[src/pfcg_pkg.sv]
// constants and carrier types for the pwm forced-cutoff port gate
// Operation
// gating applies only to pins set as outputs
// timer unused: pins drive selected function
// timer used, enable clear: pins high impedance
// both set: drive if cutoff high, else float
// cutoff pin low clears motor output enable
// input path never touched by gating controls
package pfcg_pkg;

	// pin count of the cutoff group: four of group a, b0 and b1
	localparam int PIN_COUNT = 6;
	localparam int PIN_MAX   = 16;

	// control write field positions
	localparam int CTRL_USE_POS = 0;
	localparam int CTRL_EN_POS  = 1;
	localparam int CTRL_WIDTH   = 2;

	// reset values: timer not used, output disabled
	localparam logic RST_USE = 1'h0;
	localparam logic RST_EN  = 1'h0;

	// cutoff pin level that forces the pins off
	localparam logic CUTOFF_ACTIVE = 1'h0;

	// control register contents, part of inverter_control_zero
	typedef struct packed {
		logic motor_output_enable;
		logic motor_timer_use;
	} pfcg_ctrl_t;

	// one pad's drive pair
	typedef struct packed {
		logic drive;
		logic level;
	} pfcg_pad_t;

endpackage

[src/pfcg_gate.sv]
// output gating of the six forced-cutoff port pins
`timescale 1ns/10ps
module pfcg_gate #(
	parameter int PINS = pfcg_pkg::PIN_COUNT
) (
	// clock, reset, enable
	input  wire logic                 mclk_i,
	input  wire logic                 rstn_i,
	input  wire logic                 ce_i,
	// software access to the inverter control bits
	input  wire logic                 ctrl_we_i,
	input  wire pfcg_pkg::pfcg_ctrl_t ctrl_wdata_i,
	// cutoff pin level, active low
	input  wire logic                 cutoff_n_i,
	// per-pin configuration, function data and pad level
	input  wire logic [PINS-1:0]      out_cfg_i,
	input  wire logic [PINS-1:0]      func_data_i,
	input  wire logic [PINS-1:0]      pad_in_i,
	// pad drive
	output logic      [PINS-1:0]      pad_out_o,
	output logic      [PINS-1:0]      pad_oe_o,
	// input path towards the port and peripherals
	output logic      [PINS-1:0]      port_in_o,
	// status
	output pfcg_pkg::pfcg_ctrl_t      ctrl_o,
	output logic                      cutoff_active_o
);

	if (PINS < 1 || PINS > pfcg_pkg::PIN_MAX) begin : g_bad_pins
		$error("pfcg_gate: PINS out of range");
	end

	// gate decision for one pin
	function automatic pfcg_pkg::pfcg_pad_t gate_pin(
		input logic cfg_out,
		input logic data,
		input logic use_timer,
		input logic out_en,
		input logic cutoff_n
	);
		pfcg_pkg::pfcg_pad_t p;
		p.drive = 1'h0;
		p.level = 1'h0;
		if (cfg_out) begin
			if (!use_timer) begin
				p.drive = 1'h1;
			end else if (out_en && cutoff_n != pfcg_pkg::CUTOFF_ACTIVE) begin
				p.drive = 1'h1;
			end
			p.level = p.drive ? data : 1'h0;
		end
		return p;
	endfunction

	pfcg_pkg::pfcg_ctrl_t ctrl;
	pfcg_pkg::pfcg_ctrl_t next_ctrl;
	logic                 cutoff_hit;

	assign cutoff_hit = (cutoff_n_i == pfcg_pkg::CUTOFF_ACTIVE);

	// control bits; cutoff beats a write so a low level never lets the output enable be set
	always_comb begin
		next_ctrl = ctrl;
		if (ctrl_we_i) begin
			next_ctrl = ctrl_wdata_i;
		end
		// cutoff clears enable
		if (cutoff_hit) begin
			next_ctrl.motor_output_enable = 1'h0;
		end
	end

	always_ff @(posedge mclk_i) begin
		if (!rstn_i) begin
			ctrl <= '{motor_output_enable: pfcg_pkg::RST_EN,
			          motor_timer_use:     pfcg_pkg::RST_USE};
		end else if (ce_i) begin
			ctrl <= next_ctrl;
		end
	end

	logic [PINS-1:0] next_pad_out;
	logic [PINS-1:0] next_pad_oe;
	logic [PINS-1:0] next_port_in;
	logic            next_cutoff_active;
	pfcg_pkg::pfcg_pad_t pad_sel;

	// pad gating uses the live cutoff level so with the timer used the output pins float one edge after it falls
	always_comb begin
		next_pad_out = '0;
		next_pad_oe  = '0;
		pad_sel      = '{drive: 1'h0, level: 1'h0};
		for (int i = 0; i < PINS; i++) begin
			// R2: R3: R4: per-pin gate
			pad_sel = gate_pin(out_cfg_i[i], func_data_i[i], ctrl.motor_timer_use,
			                   ctrl.motor_output_enable, cutoff_n_i);
			next_pad_out[i] = pad_sel.level;
			next_pad_oe[i]  = pad_sel.drive;
		end
		// input path untouched
		next_port_in       = pad_in_i;
		next_cutoff_active = ctrl.motor_timer_use & ~ctrl.motor_output_enable;
	end

	always_ff @(posedge mclk_i) begin
		if (!rstn_i) begin
			pad_out_o       <= '0;
			pad_oe_o        <= '0;
			port_in_o       <= '0;
			ctrl_o          <= '{motor_output_enable: pfcg_pkg::RST_EN,
			                     motor_timer_use:     pfcg_pkg::RST_USE};
			cutoff_active_o <= 1'h0;
		end else if (ce_i) begin
			pad_out_o       <= next_pad_out;
			pad_oe_o        <= next_pad_oe;
			port_in_o       <= next_port_in;
			ctrl_o          <= next_ctrl;
			cutoff_active_o <= next_cutoff_active;
		end
	end
endmodule

[config.mk]
export PLATFORM = sky130hd
export DESIGN_NAME = pfcg_gate
export DESIGN_NICKNAME = d
export VERILOG_FILES = /design/src/pfcg_pkg.sv /design/src/pfcg_gate.sv
export SDC_FILE = /design/constraint.sdc
export NUM_CORES = 1
export LEC_CHECK = 0
export ABC_AREA = 0
export BUFFER_PORTS_ARGS = -buffer_cell sky130_fd_sc_hd__buf_2
export CORE_UTILIZATION = 40
export DETAILED_ROUTE_END_ITERATION = 10
export PLACE_DENSITY = 0.76
export SLEW_MARGIN = 10
export SYNTH_ARGS = -nofsm -noshare
export SYNTH_HDL_FRONTEND = slang
export SYNTH_SLANG_ARGS = --single-unit
[constraint.sdc]
create_clock -name mclk_i -period 1.3 [get_ports mclk_i]
set_clock_uncertainty 0.05 [all_clocks]
set_input_delay 0 -clock mclk_i [delete_from_list [all_inputs] [get_ports mclk_i]]
set_output_delay 0 -clock mclk_i [all_outputs]
set_load 0.01 [all_outputs]
==> results.sh <==
export IMPL_status="complete, no violations"
export IMPL_p_leak_nw=0.624
export IMPL_timing_hold_ws_ns=0.158
export IMPL_crit_path_start_kind="input pin"
export IMPL_slew_headroom_pct=74.5
export IMPL_ir_drop_mv=0.522
export IMPL_post_cts_buffers=0
export IMPL_final_hold_viol_count=0
export IMPL_max_freq_mhz=786
export IMPL_antenna_found_initial=0
export IMPL_grt_ovfl_total=0
export IMPL_slew_violations=0
export IMPL_setup_viol=0
export IMPL_viasPerCell=4.85
export IMPL_min_period_over_period_pct=97.8
export IMPL_num_antenna_cells=0
export IMPL_critPathKind="in2reg"
export IMPL_synthAdderAreaFrac_pct=0
export IMPL_ant_nets=0
export IMPL_synth_top_area_share_pct=56.7
export IMPL_drc=0
export IMPL_final_cells=163
export IMPL_synth_commonest_cells="dfxtp_1 (21), nor2b_1 (7), a22o_1 (6), a32o_1 (6), mux2i_1 (6)"
export IMPL_grt_pass1_wl_um=3220
export IMPL_cts_path_max_buffers=2
export IMPL_synth_edf_count=0
export IMPL_dr_pass1_iters=4
export IMPL_portBuffers=45
export IMPL_synth_area_leaders="dfxtp_1 (57%), a32o_1 (8.1%), mux2i_1 (8.1%)"
export IMPL_gp_routability_congestion=0.780
export IMPL_grt_max_degree=13
export IMPL_drive_above_1_share_pct=38.4
export IMPL_areaGrowthSynthToFinish_pct=73.5
export IMPL_vias=791
export IMPL_async_flop_share_pct=0
export IMPL_synth_main_ff_cell="dfxtp_1"
export IMPL_synth_most_common_cell="dfxtp_1"
export IMPL_drt_iter0_markers=5
export IMPL_syn_instance_count=65
export IMPL_start_util_pct=43.0
export IMPL_crit_path_cell_trace="dlygate4sd3_1, buf_2, nor2b_1, dlygate4sd3_1"
export IMPL_hpwl_um=1090
export IMPL_stdcell_area_mm2=0.00129
export IMPL_yosys_area_share_simple_pct=11.8
export IMPL_yosysSeqAreaShare_pct=56.7
export IMPL_num_rows=15
export IMPL_path_max_fanout=11
export IMPL_synth_cell_types=16
export IMPL_finalNetCount=164
export IMPL_endpoint_kind="register"
export IMPL_grt_pass1_vias=789
export IMPL_dieArea_mm2=0.00203
export IMPL_clkTransAtPathRegs_ns=0.11
export IMPL_grt_use_total_pct=21.8
export IMPL_syn_num_nets=90
export IMPL_cpPeakStageDelay_ns=0.55
export IMPL_die_h_um=45.1
export IMPL_synth_seq_cells=21
export IMPL_synth_xor_area_share_pct=0
export IMPL_yosysWarnings=0
export IMPL_min_period_ns=1.27
export IMPL_cts_sinks=21
export IMPL_synth_compound_area_share_pct=20.2
export IMPL_clk_latency_ns=0.28
export IMPL_htree_levels=1
export IMPL_fin_ws_ns=0.0283
export IMPL_worst_ep_arrival_time_ns=1.41
export IMPL_dpl_worst_slack_ns=0.261
export IMPL_hold_path_class="in2reg"
export IMPL_coreArea_mm2=0.00173
export IMPL_wirelength_um=2080
export IMPL_required_ns=1.44
export IMPL_powerDensity_mw_per_mm2=945
export IMPL_cts_buffers=3
export IMPL_syn_area_um2=742
export IMPL_tightest_slew_ns=0.383
export IMPL_maxCapViolations=0
export IMPL_placed_area_um2=993
export IMPL_drt_wirelength_per_cell_um=12.7
export IMPL_critPathSlowestCell="dlygate4sd3_1"
export IMPL_synth_top_family_by_area="compound AO/OA/AOI/OAI gates"
export IMPL_clockRootBuffer="clkbuf_4"
export IMPL_yosysTopAreaCell="dfxtp_1"
export IMPL_die_w_um=45.1
export IMPL_dp_cells=133
export IMPL_synth_mux_area_share_pct=8.09
export IMPL_cpMostUsedCell="dlygate4sd3_1"
export IMPL_syn_avg_cell_area_um2=11.4
export IMPL_ioPinCount=46
export IMPL_final_core_util_pct=74.6
export IMPL_cts_tree="done"
==> flip-flops by register name (all words and copies together) (netlist names) <==
| name | count |
|---|---|
| pad_oe_o | 6 |
| pad_out_o | 6 |
| cutoff_active_o | 1 |
| ctrl_o | 2 |
| port_in_o | 6 |
==> worst max-delay path: cells and delay by family <==
kind / cells / cell delay [ns]
buf+inv: 3 / 1.26
simple gates: 1 / 0.15
==> placed cells by master, fill, tap and decap left out <==
cell type / n
buf_2: 45
dlygate4sd3_1: 26
dfxtp_1: 21
nor2b_1: 7
a32o_1: 6
a22o_1: 6
mux2i_1: 6
nand2_1: 5
clkbuf_4: 3
a21boi_2: 2
buf_4: 2
nand4_1: 1
inv_1: 1
o21ai_0: 1
nand3_1: 1
a21oi_2: 1
and2b_1: 1
o2bb2ai_1: 1
and2_1: 1
clkbuf_1: 1
==> repair_timing <==
action                                  4_1_cts  5_1_grt
resized for setup                             0        4
endpoints found under the setup margin        0        6
endpoints found under the hold margin        21        1
hold buffers                                 30        1
==> layout make-up <==
cell class,count,area [µm²]
timing repair buffer,73,500
fill,144,439
sequential,21,420
multi-input combinational,39,305
tap,25,31.3
clock buffer,4,26.3
inverter,1,3.75
==> where the power goes <==
| group | total, mW | switching (mW) | leakage (nW) | internal [mW] |
|---|---|---|---|---|
| combinational | 0.231 | 0.0945 | 0.437 | 0.136 |
| clock | 0.293 | 0.174 | 0.0150 | 0.119 |
| sequential | 0.693 | 0.0171 | 0.172 | 0.676 |
| total | 1.22 | 0.286 | 0.624 | 0.931 |
==> path summary, 6_finish.rpt <==
check | from | slack (ns) | end | cells after the start
setup / recovery | rstn_i | 0.03 | port_in_o[2]$_SDFFE_PN0P_ | 4
hold / removal | ce_i | 0.16 | ctrl_o[1]$_SDFFE_PN0P_ | 4
setup reg to reg | port_in_o[4]$_SDFFE_PN0P_ | 0.08 | port_in_o[4]$_SDFFE_PN0P_ | 3
hold reg to reg | pad_out_o[4]$_SDFFE_PN0P_ | 0.42 | pad_out_o[4]$_SDFFE_PN0P_ | 1
==> kinds of logic after synthesis <==
family	count (synthesis)
flops	21
compound gates	17
simple gates	16
mux	6
buf+inv	5
==> metal layers <==
layer | GRT usage, % | part of all wire (%)
met4 | 3.64 | 0
met5 | 0 | 0
met3 | 4.40 | 5.8
met2 | 44.1 | 53
met1 | 22.8 | 41
==> through the flow <==
stage | power, mW | setup TNS (ns)
after CTS | 1.23 | 0
final | 1.22 | 0
after detailed placement | 0.868 | 0
after global placement | 0.864 | 0
after global routing | 1.29 | -0.000212
after floorplan | 0.786 | 0
Note: power is estimated with default switching activity, not from simulation.
